--- src/verilog/dioln_params.svh ---
// Line counts, encodings, error code and timing counts for the digital line block.
`ifndef DIOLN_PARAMS_SVH
`define DIOLN_PARAMS_SVH
`define DIOLN_NUM_LINES 6
`define DIOLN_NUM_DEDICATED 3
`define DIOLN_FN_DEDICATED 2'h0
`define DIOLN_FN_HIGH 2'h1
`define DIOLN_FN_LOW 2'h2
`define DIOLN_FN_INPUT 2'h3
`define DIOLN_EDGE_FALL 2'h0
`define DIOLN_EDGE_RISE 2'h1
`define DIOLN_EDGE_BOTH 2'h2
`define DIOLN_CLK_HZ 10000000
`define DIOLN_PULSE_US 10
`define DIOLN_PULSE_CYC ((`DIOLN_CLK_HZ / 1000000) * `DIOLN_PULSE_US)
`define DIOLN_ERR_NOT_INPUT 10'h1fc
`endif

--- src/verilog/dioln_pkg.sv ---
// Types shared by the digital line block.
package dioln_pkg;
    typedef logic [1:0] dioln_func_t;
    typedef enum logic [1:0] {
        DIOLN_P_IDLE = 2'h1,
        DIOLN_P_HIGH = 2'h2
    } dioln_pstate_t;
endpackage

--- src/verilog/dioln_pulse.sv ---
// Retriggerable pulse stretcher used for the dedicated output roles.
`timescale 1ns/10ps
`include "dioln_params.svh"
module dioln_pulse
    import dioln_pkg::*;
#(
    parameter int CYCLES = `DIOLN_PULSE_CYC
) (
    input wire logic i_sys_clk, // System clock.
    input wire logic i_reset_n, // Asynchronous reset, active low.
    input wire logic i_fire, // One-cycle start request.
    output logic o_pulse // Registered pulse output.
);
    typedef struct packed {
        dioln_pstate_t st;
        logic [15:0] cnt;
        logic out;
    } dioln_pls_t;
    dioln_pls_t s_q, s_d;

    // A request during a running pulse restarts it, so closely spaced events merge into one longer pulse.
    always_comb begin
        s_d = s_q;
        case (s_q.st)
            DIOLN_P_IDLE: begin
                if (i_fire) begin
                    s_d.st = DIOLN_P_HIGH;
                    s_d.cnt = 16'(CYCLES - 1);
                    s_d.out = 1'b1;
                end
            end
            DIOLN_P_HIGH: begin
                if (i_fire) begin
                    s_d.cnt = 16'(CYCLES - 1);
                end else if (s_q.cnt == 16'h0000) begin
                    s_d.st = DIOLN_P_IDLE;
                    s_d.out = 1'b0;
                end else begin
                    s_d.cnt = s_q.cnt - 16'h0001;
                end
            end
            default: begin
                s_d.st = DIOLN_P_IDLE;
                s_d.out = 1'b0;
            end
        endcase
    end

    // State register.
    always_ff @(posedge i_sys_clk or negedge i_reset_n) begin
        if (!i_reset_n) begin
            s_q <= '{st: DIOLN_P_IDLE, cnt: 16'h0000, out: 1'b0};
        end else begin
            s_q <= s_d;
        end
    end

    assign o_pulse = s_q.out;
endmodule // dioln_pulse

--- src/verilog/dioln_top.sv ---
// Six digital I/O lines with dedicated, manual output and manual input roles.
// Summary of operation
// - Six lines, each input or output.
// - Dedicated role only on lines one to three.
// - Line one dedicated: trigger, selectable edges.
// - Line two dedicated: 10 us completion pulse.
// - Line three dedicated: 10 us protection pulse.
// - Manual high drives the line high.
// - Manual low drives the line low.
// - Manual input releases the line.
// - Each line's function reads back.
// - Reading non-input line gives error 508.
`timescale 1ns/10ps
`include "dioln_params.svh"
module dioln_top
    import dioln_pkg::*;
#(
    parameter int NLINES = `DIOLN_NUM_LINES,
    parameter int PULSE_CYC = `DIOLN_PULSE_CYC
) (
    input wire logic i_sys_clk, // 10 MHz system clock.
    input wire logic i_reset_n, // Asynchronous reset, active low.
    input wire logic [2:0] i_cfg_line, // Line index 1..6 for a function write.
    input wire logic [1:0] i_cfg_func, // Function code to write.
    input wire logic i_cfg_wr, // One-cycle function write strobe.
    output logic o_cfg_reject, // Write refused, one cycle.
    input wire logic [1:0] i_trig_edge, // Trigger edge select for line one.
    input wire logic i_meas_done, // Settling elapsed, one-cycle pulse.
    input wire logic i_overvoltage_trip, // Overvoltage trip event, one cycle.
    input wire logic i_overcurrent_trip, // Overcurrent trip event, one cycle.
    input wire logic i_otp, // Overtemperature trip event, one cycle.
    input wire logic i_sense_rev, // Reversed sense leads event, one cycle.
    output logic o_trigger, // Trigger detected on line one, one cycle.
    input wire logic [2:0] i_rd_line, // Line index 1..6 for a read.
    input wire logic i_rd_req, // One-cycle read strobe.
    output logic [1:0] o_rd_func, // Function of the read line.
    output logic o_rd_data, // Input level of the read line.
    output logic o_rd_valid, // Read data valid, one cycle.
    output logic o_rd_err, // Read refused, one cycle.
    output logic [9:0] o_rd_err_code, // Error code with a non-input refusal; held for a bad index.
    input wire logic [5:0] i_line_in, // Pin input levels.
    output logic [5:0] o_line_out, // Pin output levels.
    output logic [5:0] o_line_oe // Pin output enables, high drives.
);
    typedef struct packed {
        dioln_func_t [5:0] func;
        logic [5:0] s1, s2, s3;
        logic [5:0] lvl;
        logic [5:0] out;
        logic [5:0] oe;
        logic trig;
        logic rej;
        logic [1:0] rfunc;
        logic rdata, rvalid, rerr;
        logic [9:0] rcode;
        logic [15:0] dlen;
    } dioln_st_t;
    dioln_st_t s_q, s_d;
    logic done_pulse, prot_pulse;
    logic prot_fire;
    logic [2:0] widx, ridx;

    assign prot_fire = i_overvoltage_trip | i_overcurrent_trip | i_otp | i_sense_rev;
    assign widx = i_cfg_line - 3'h1;
    assign ridx = i_rd_line - 3'h1;

    // Pulse stretchers for the completion and protection roles.
    dioln_pulse #(.CYCLES(PULSE_CYC)) u_done (
        .i_sys_clk(i_sys_clk),
        .i_reset_n(i_reset_n),
        .i_fire(i_meas_done),
        .o_pulse(done_pulse)
    );
    dioln_pulse #(.CYCLES(PULSE_CYC)) u_prot (
        .i_sys_clk(i_sys_clk),
        .i_reset_n(i_reset_n),
        .i_fire(prot_fire),
        .o_pulse(prot_pulse)
    );

    // Next-state logic: config writes, input sync, trigger detect, pin drive and reads.
    always_comb begin
        s_d = s_q;
        // Run length of the completion pulse, kept so its width can be checked for any pulse parameter.
        s_d.dlen = done_pulse ? s_q.dlen + 16'h0001 : 16'h0000;
        s_d.s1 = i_line_in;
        s_d.s2 = s_q.s1;
        s_d.s3 = s_q.s2;
        // A level only counts once two stages agree, filtering single-cycle glitches.
        for (int i = 0; i < 6; i++) begin
            if (s_q.s2[i] == s_q.s3[i]) begin
                s_d.lvl[i] = s_q.s3[i];
            end
        end
        s_d.rej = 1'b0;
        if (i_cfg_wr) begin
            if (i_cfg_line == 3'h0 || i_cfg_line > 3'(NLINES)) begin
                s_d.rej = 1'b1;
            end else if (i_cfg_func == `DIOLN_FN_DEDICATED && i_cfg_line > 3'(`DIOLN_NUM_DEDICATED)) begin
                s_d.rej = 1'b1;
            end else begin
                s_d.func[widx] = i_cfg_func;
            end
        end
        // Trigger edge detection on the filtered line-one level.
        s_d.trig = 1'b0;
        if (s_q.func[0] == `DIOLN_FN_DEDICATED && s_d.lvl[0] != s_q.lvl[0]) begin
            case (i_trig_edge)
                `DIOLN_EDGE_FALL: s_d.trig = ~s_d.lvl[0];
                `DIOLN_EDGE_RISE: s_d.trig = s_d.lvl[0];
                `DIOLN_EDGE_BOTH: s_d.trig = 1'b1;
                default: s_d.trig = 1'b0;
            endcase
        end
        // Pin drive from the current function.
        for (int i = 0; i < 6; i++) begin
            case (s_q.func[i])
                `DIOLN_FN_HIGH: begin
                    s_d.out[i] = 1'b1;
                    s_d.oe[i] = 1'b1;
                end
                `DIOLN_FN_LOW: begin
                    s_d.out[i] = 1'b0;
                    s_d.oe[i] = 1'b1;
                end
                `DIOLN_FN_DEDICATED: begin
                    s_d.out[i] = (i == 1) ? done_pulse : ((i == 2) ? prot_pulse : 1'b0);
                    s_d.oe[i] = (i == 1) || (i == 2);
                end
                default: begin
                    s_d.out[i] = 1'b0;
                    s_d.oe[i] = 1'b0;
                end
            endcase
        end
        // Read port: function for any line 1..6, data only for manual-input lines.
        s_d.rvalid = 1'b0;
        s_d.rerr = 1'b0;
        s_d.rdata = 1'b0;
        if (i_rd_req) begin
            if (i_rd_line == 3'h0 || i_rd_line > 3'(NLINES)) begin
                s_d.rerr = 1'b1;
            end else begin
                s_d.rvalid = 1'b1;
                s_d.rfunc = s_q.func[ridx];
                if (s_q.func[ridx] == `DIOLN_FN_INPUT) begin
                    s_d.rdata = s_q.lvl[ridx];
                end else begin
                    s_d.rerr = 1'b1;
                    s_d.rcode = `DIOLN_ERR_NOT_INPUT;
                end
            end
        end
    end

    // State register; dedicated roles on the low three lines after reset.
    always_ff @(posedge i_sys_clk or negedge i_reset_n) begin
        if (!i_reset_n) begin
            s_q <= '0;
            s_q.func <= {`DIOLN_FN_INPUT, `DIOLN_FN_INPUT, `DIOLN_FN_INPUT,
                         `DIOLN_FN_DEDICATED, `DIOLN_FN_DEDICATED, `DIOLN_FN_DEDICATED};
        end else begin
            s_q <= s_d;
        end
    end

    assign o_line_out = s_q.out;
    assign o_line_oe = s_q.oe;
    assign o_trigger = s_q.trig;
    assign o_cfg_reject = s_q.rej;
    assign o_rd_func = s_q.rfunc;
    assign o_rd_data = s_q.rdata;
    assign o_rd_valid = s_q.rvalid;
    assign o_rd_err = s_q.rerr;
    assign o_rd_err_code = s_q.rcode;
endmodule // dioln_top

--- config.mk ---
export PLATFORM = sky130hd
export DESIGN_NAME = dioln_top
export DESIGN_NICKNAME = d
export VERILOG_FILES = /design/src/verilog/dioln_pkg.sv /design/src/verilog/dioln_pulse.sv /design/src/verilog/dioln_top.sv
export VERILOG_INCLUDE_DIRS = /design/src /design/src/verilog
export SDC_FILE = /design/constraint.sdc
export NUM_CORES = 1
export LEC_CHECK = 0
export BUFFER_PORTS_ARGS = -buffer_cell sky130_fd_sc_hd__buf_4
export CORE_ASPECT_RATIO = 1.25
export CORE_MARGIN = 2
export CORE_UTILIZATION = 60
export CTS_CLUSTER_DIAMETER = 200
export DETAILED_ROUTE_END_ITERATION = 8
export GPL_TIMING_DRIVEN = 1
export PLACE_DENSITY = 0.82
export SYNTH_ARGS = -nofsm -noshare
export SYNTH_HDL_FRONTEND = slang
export SYNTH_SLANG_ARGS = --single-unit
--- constraint.sdc ---
create_clock -name i_sys_clk -period 4.7 [get_ports i_sys_clk]
set_clock_uncertainty 0.15 [all_clocks]
set_input_delay 0.235 -clock i_sys_clk [delete_from_list [all_inputs] [get_ports i_sys_clk]]
set_output_delay 0.235 -clock i_sys_clk [all_outputs]
set_load 0.03 [all_outputs]
==> results.toml, run 1 <==
[min_path]
hold_depth = 2
hold-path-endpoint = "s_q[69]"
worstHoldStart = "i_cfg_func[0]"
worstHoldPathType = "primary input to register"

[floorplan]
dieArea_um2 = 8280
ios = 54
die_width_um = 81.8
fp.dieH_um = 101
coreArea_um2 = 7360
start_util_pct = 61.6
rows = 35

[finish]
areaGrowthSynthToFinish_pct = 13.2
design_area_um2 = 5130
final_cells = 554
drive_gt1_share_pct = 22.9
insertedDiodeCount = 0
nNetsFinal = 500
fill_cells = 531

[global_route]
grtUsageTotal_pct = 23.2
grt_max_degree = 73
grt_overflow_total = 0
grt_pass1_vias = 3152
grt_pass1_wl_mm = 14.6
antenna_found_initial = 0

[routing]
vias_per_cell = 5.71
drtPass1Iterations = 4
routed_wl_mm = 8.49
drt_iter0_drc = 247
drt-met1-wl_mm = 3.51
drc = 0
drtAntennaViolNets = 0
met2_length_mm = 4.47
vias = 3166
wire_per_inst_um = 15.3
routed.top_layer = "met4"
wl_met3_um = 352

[timing]
finalMaxSlewViolations = 0
setup_tns_ns = 0
rsz0062_at_grt = "no"
setup_viol = 0
slew_headroom_pct = 40.6
tightest_slew_ns = 0.891
fin_ws_ns = 2.00
fmax_ghz = 0.370
min_period_ns = 2.70
finalCritPeriodShare_pct = 57.5
finalHoldViolations = 0

[logic_synthesis]
yosysWarnings = 0
synth_edf_count = 0
ys_seq_elements = 92
synthFlopType = "dfrtp_1"
synthDistinctLibCells = 60
synth_seq_area_share_pct = 51.0
synthArstFlopShare_pct = 100
avgSynthCellArea_um2 = 11.0
synth_area_um2 = 4540
syn_inst = 412

[power_and_ir_drop]
intPower_mw = 1.38
pwr-share-comb_pct = 29.8
clockPowerShare_pct = 23.6
leakage_nw = 2.32
max-vdd-ir-drop_uv = 306
swShare_pct = 36.4
power_frac_seq_pct = 46.6
pwr_density_cell_nw_per_um2 = 422
switching_power_uw = 788
p_total_mw = 2.17

[clock_network]
clk_pin_slew_worst_paths_ns = 0.10
root_buffer = "clkbuf_8"
cts.repair.resized = 0
cts_made_buffers = 9
clockBufferDepth = 2
clk_latency_ns = 0.37
cts_sinks = 92
h-tree-depth = 3
cts_tree = "done"

[critical_path]
timing.rr.start = "u_done.s_q[17]"
crit_chain = "inv_1 > ha_1 > nand2b_1 > nor3_1 > a21boi_1 > nand2_1 > o41ai_1"
cp_top_family = "compound AO/OA/AOI/OAI gates"
worstPathRequired_ns = 4.82
rr_endpoint = "u_done.s_q[16]"
r2r_slack_ns = 2.00
crit_slowest_cell = "a21boi_1"
critPathCaptureType = "register"
cp.arrival_ns = 2.82
path_max_fanout = 13
cp-start-kind = "register"
worst-path-buf-inv = 1
worstSetupPathType = "register to register"
slowest_delay_ns = 0.68
rr_worst_depth = 7

[run_status]
status = "finished clean"

[place]
dpl_worst_slack_ns = 2.02
place_area_um2 = 4840
dpl.cell_count = 528
hpwl_mm = 5.97
port_buffers = 50
gp_congestion = 0.814

[run]
maxCapViolations = 0
## synthesized netlist by cell type, types with 5 or more instances
cell type | count | area share, %
inv_1 | 26 | 2.2
mux2_2 | 13 | 3.2
mux2i_1 | 5 | 1.1
nand2_1 | 28 | 2.3
or3_1 | 5 | 0.69
xor2_1 | 5 | 0.97
nor3_1 | 11 | 1.2
buf_4 | 24 | 4.0
dfstp_2 | 8 | 4.6
a31oi_1 | 5 | 0.69
nor2_1 | 29 | 2.4
xnor2_1 | 6 | 1.2
a21oi_1 | 18 | 2.0
o21ai_0 | 27 | 3.0
dfrtp_1 | 84 | 46
ha_1 | 18 | 5.0
maj3_1 | 6 | 1.3
## timing repair
item	4_1_cts	5_1_grt
setup buffers	0	0
hold buffers	10	0
hold endpoints to repair	34	0
## cell families (layout without fill, tap and decap cells)
family | count (synthesis) | in the layout | share of synthesized area, %
other | 1 | 3 | 0.0827
xor gates and xnor gates | 11 | 11 | 2.12
and+or+nand+nor | 123 | 123 | 15.3
DFF | 92 | 92 | 51.0
buffers and inverters | 55 | 103 | 6.57
muxes | 22 | 22 | 6.32
adders and majority gates | 24 | 24 | 6.29
AOI/OAI and AO/OA | 84 | 84 | 12.4
## power groups by stage
| stage | Sequential, mW | Clock (mW) | Combinational [mW] |
|---|---|---|---|
| 2_1_floorplan | 1.00 | 0 | 0.502 |
| 3_3_place_gp | 1.01 | 0 | 0.617 |
| 3_5_place_dp | 1.02 | 0 | 0.642 |
| 4_1_cts | 1.01 | 0.524 | 0.652 |
| 5_1_grt | 1.02 | 0.564 | 0.722 |
| 6_report | 1.01 | 0.511 | 0.646 |
## sequential cells by signal, indices dropped and copies added (netlist names)
name / count
o_rd_func: 2
u_done.s_q: 17
o_line_out: 6
u_prot.s_q: 17
o_rd_data: 1
o_cfg_reject: 1
s_q: 24
o_rd_err_code: 1
u_done.o_pulse: 1
s_d: 12
o_trigger: 1
o_rd_err: 1
u_prot.o_pulse: 1
o_rd_valid: 1
o_line_oe: 6
## per-layer routing
layer | global-route usage, % | vias to the layer above
met4 | 10.1 | 0
li1 | - | 1531
met1 | 27.6 | 1549
met5 | 0 | -
met3 | 5.88 | 11
met2 | 39.5 | 75
## layout by cell type (no fill, tap or decap), types with 5 or more instances in the layout
cell and instances:
dfstp_2 8, maj3_1 6, dfrtp_1 84, o21ai_0 27
clkbuf_8 9, nor3_1 11, ha_1 18, buf_4 51
dlygate4sd3_1 10, a21oi_1 18, nand2_1 28, mux2i_1 5
xor2_1 5, inv_1 26, or3_1 5, mux2_2 13
a31oi_1 5, nor2_1 29, xnor2_1 6
## worst max-delay path by stage
stage | cells past startpoint | startpoint | slack, ns | to
final | 7 | u_done.s_q[17] | 2.00 | u_done.s_q[16]
after global routing | 7 | u_done.s_q[17] | 1.71 | u_done.s_q[16]
after CTS | 7 | u_done.s_q[17] | 2.06 | u_done.s_q[16]
after detailed placement | 7 | u_done.s_q[17] | 2.02 | u_done.s_q[16]
after global placement | 7 | u_done.s_q[17] | 2.20 | u_done.s_q[16]
after floorplan | 5 | u_prot.s_q[17] | 2.38 | u_prot.s_q[14]
## cell type report
| cell class | instances | area [um^2] | share of cell area [%] |
|---|---|---|---|
| sequential | 92 | 2310 | 45.1 |
| multi-input combinational | 267 | 1930 | 37.7 |
| timing repair buffer | 61 | 483 | 9.41 |
| clock buffer | 9 | 124 | 2.41 |
| tap | 92 | 115 | 2.24 |
| inverter | 26 | 97.6 | 1.90 |
| clock inverter | 7 | 67.6 | 1.32 |
## per-stage QoR
stage / hold slack [ns] / utilization (%)
2_1_floorplan: -0.211 / -
3_3_place_gp: -0.0247 / 65.8
3_5_place_dp: -0.0215 / 65.8
4_1_cts: 0.00398 / 69.8
5_1_grt: 0.0162 / 69.8
6_report: 0.0230 / 69.8
No activity file was read; power rests on OpenSTA's default activity.
==> inputs of run 2 (changes only) <==
CORE_UTILIZATION = 53   (was 60)
PLACE_DENSITY = 0.77   (was 0.82)
clock period = 2.2 ns   (was 4.7 ns; I/O delays follow)
==> run 2 against run 1 <==
Largest cell class unchanged. Register-to-register slack got worse by 2.2 ns. Utilization decreased by 1.5 points. Design area increased by 10%. The flow now finishes with violations (negative setup slack). First-iteration DRC count decreased by 43%. Non-clock buffer count increased by 47. Hold slack improved by 0.0017 ns. Combinational power increased to 2.6 times the previous value. Critical path depth decreased by 2.
==> results.toml, run 2 (synthesized netlist as in run 1, its figures left out) <==
[power_and_ir_drop]
max-vdd-ir-drop_uv = 403
pwr_density_cell_nw_per_um2 = 874
leakage_nw = 2.59

[place]
dpl.cell_count = 571
hpwl_mm = 6.43
gp_congestion = 0.860
port_buffers = 50

[timing]
finalMaxSlewViolations = 0
slew_headroom_pct = 54.1
fmax_ghz = 0.423
setup_tns_ns = -0.332
finalHoldViolations = 0
min_period_ns = 2.37
tightest_slew_ns = 0.683
finalCritPeriodShare_pct = 108
rsz0062_at_grt = "yes"
setup_viol = 2
fin_ws_ns = -0.166

[min_path]
hold_depth = 4
worstHoldStart = "i_trig_edge[1]"
worstHoldPathType = "primary input to register"

[global_route]
grt_max_degree = 54
grt_overflow_total = 0
grtUsageTotal_pct = 20.7
grt_pass1_wl_mm = 15.3
antenna_found_initial = 0
grt_pass1_vias = 3430

[critical_path]
critPathCaptureType = "register"
r2r_slack_ns = -0.17
endpoint = "u_prot.s_q[16]"
worstPathRequired_ns = 2.34
rr_worst_depth = 5
worstSetupPathType = "register to register"
path_max_fanout = 3
timing.rr.start = "u_prot.s_q[5]"
rr_endpoint = "u_prot.s_q[16]"
cp-start-kind = "register"
crit_start = "u_prot.s_q[5]"
cp.arrival_ns = 2.51

[finish]
nNetsFinal = 547
layout_common_cells = "89 x buf_4, 84 x dfrtp_1, 29 x nor2_1"
reg.largest.list = "s_q x24, u_done.s_q x17, u_prot.s_q x17"
final_cells = 606
drive_gt1_share_pct = 31.6
largest_reg_flops = 24
insertedDiodeCount = 0
final_common_cell = "buf_4"
top_register = "s_q"
areaGrowthSynthToFinish_pct = 24.7

[floorplan]
die_width_um = 86.7
start_util_pct = 54.7
fp.dieH_um = 107
rows = 37
coreArea_um2 = 8290
ios = 54
dieArea_um2 = 9320

[clock_network]
cts_made_buffers = 9
clk_pin_slew_worst_paths_ns = 0.10
cts_sinks = 92
root_buffer = "clkbuf_8"
clk_latency_ns = 0.37
cts_tree = "done"
h-tree-depth = 3
clockBufferDepth = 2

[routing]
drc = 0
vias = 3401
drtAntennaViolNets = 0
routed_wl_mm = 9.20
drtPass1Iterations = 4
vias_per_cell = 5.61
wire_per_inst_um = 15.2
drt_iter0_drc = 142

[run]
maxCapViolations = 0

[run_status]
status = "finished, violations left"
failed_checks = "negative setup slack"
run 2: changes by cell type in the layout (fill, tap and decap cells not counted), sizes merged:
cell / change
buf: +43
clkinv: +1
dlygate4sd3: +4
inv: -1
run 2: metal layers:
metal / up-vias / global-route usage [%] / routed length [um]
met2: 70 / 38.2 / 5050
met5: - / 0 / 0
met4: 0 / 7.70 / 214
met3: 17 / 3.76 / 263
li1: 1629 / - / -
met1: 1685 / 23.2 / 3670
run 2: worst min-delay path by stage:
stage / endpoint / slack (ns)
global placement: o_line_oe[4] / -0.03
finish: o_trigger / 0.02
global route: o_trigger / 0.04
floorplan: o_cfg_reject / -0.34
CTS: o_trigger / 0.02
detailed placement: o_line_oe[4] / -0.02
run 2: metrics by stage:
stage                     setup WS [ns]  power (mW)  hold WS, ns  util (%)  area (um^2)
final                            -0.166        4.94       0.0247      68.3         5660
after global routing             -0.215        5.22       0.0447      68.3         5660
after CTS                        -0.151        4.87       0.0181      66.5         5510
after detailed placement         -0.114        3.75      -0.0243      62.2         5150
after global placement          -0.0547        3.68      -0.0322      62.2         5150
after floorplan                 -0.0784        3.22       -0.336         -         4560
run 2: where the power goes:
part	internal, mW	switching, mW
combinational	0.750	0.953
sequential	1.98	0.160
clock	0.440	0.662
total	3.17	1.78
run 2: worst max-delay path, cell delays in order, from the launching register on:
cell and delay [ns]:
dfrtp_1 0.40, or3_4 0.39, or4_4 0.44, or4_4 0.43, or3_1 0.33, a21oi_1 0.15
run 2: final cells by class:
cell class	instances	area (um^2)
Clock buffer	9	124
Clock inverter	7	70.1
Fill cell	570	2630
Inverter	26	97.6
Multi-Input combinational cell	267	2060
Sequential cell	92	2310
Tap cell	97	121
Timing Repair Buffer	108	873
run 2: what timing repair did:
item	4_1_cts	5_1_grt
buffers inserted	0	5
gates cloned	0	0
gates resized for setup	4	21
hold buffers	14	0
setup endpoints to repair	12	23
hold endpoints to repair	64	0
pin swaps	1	11
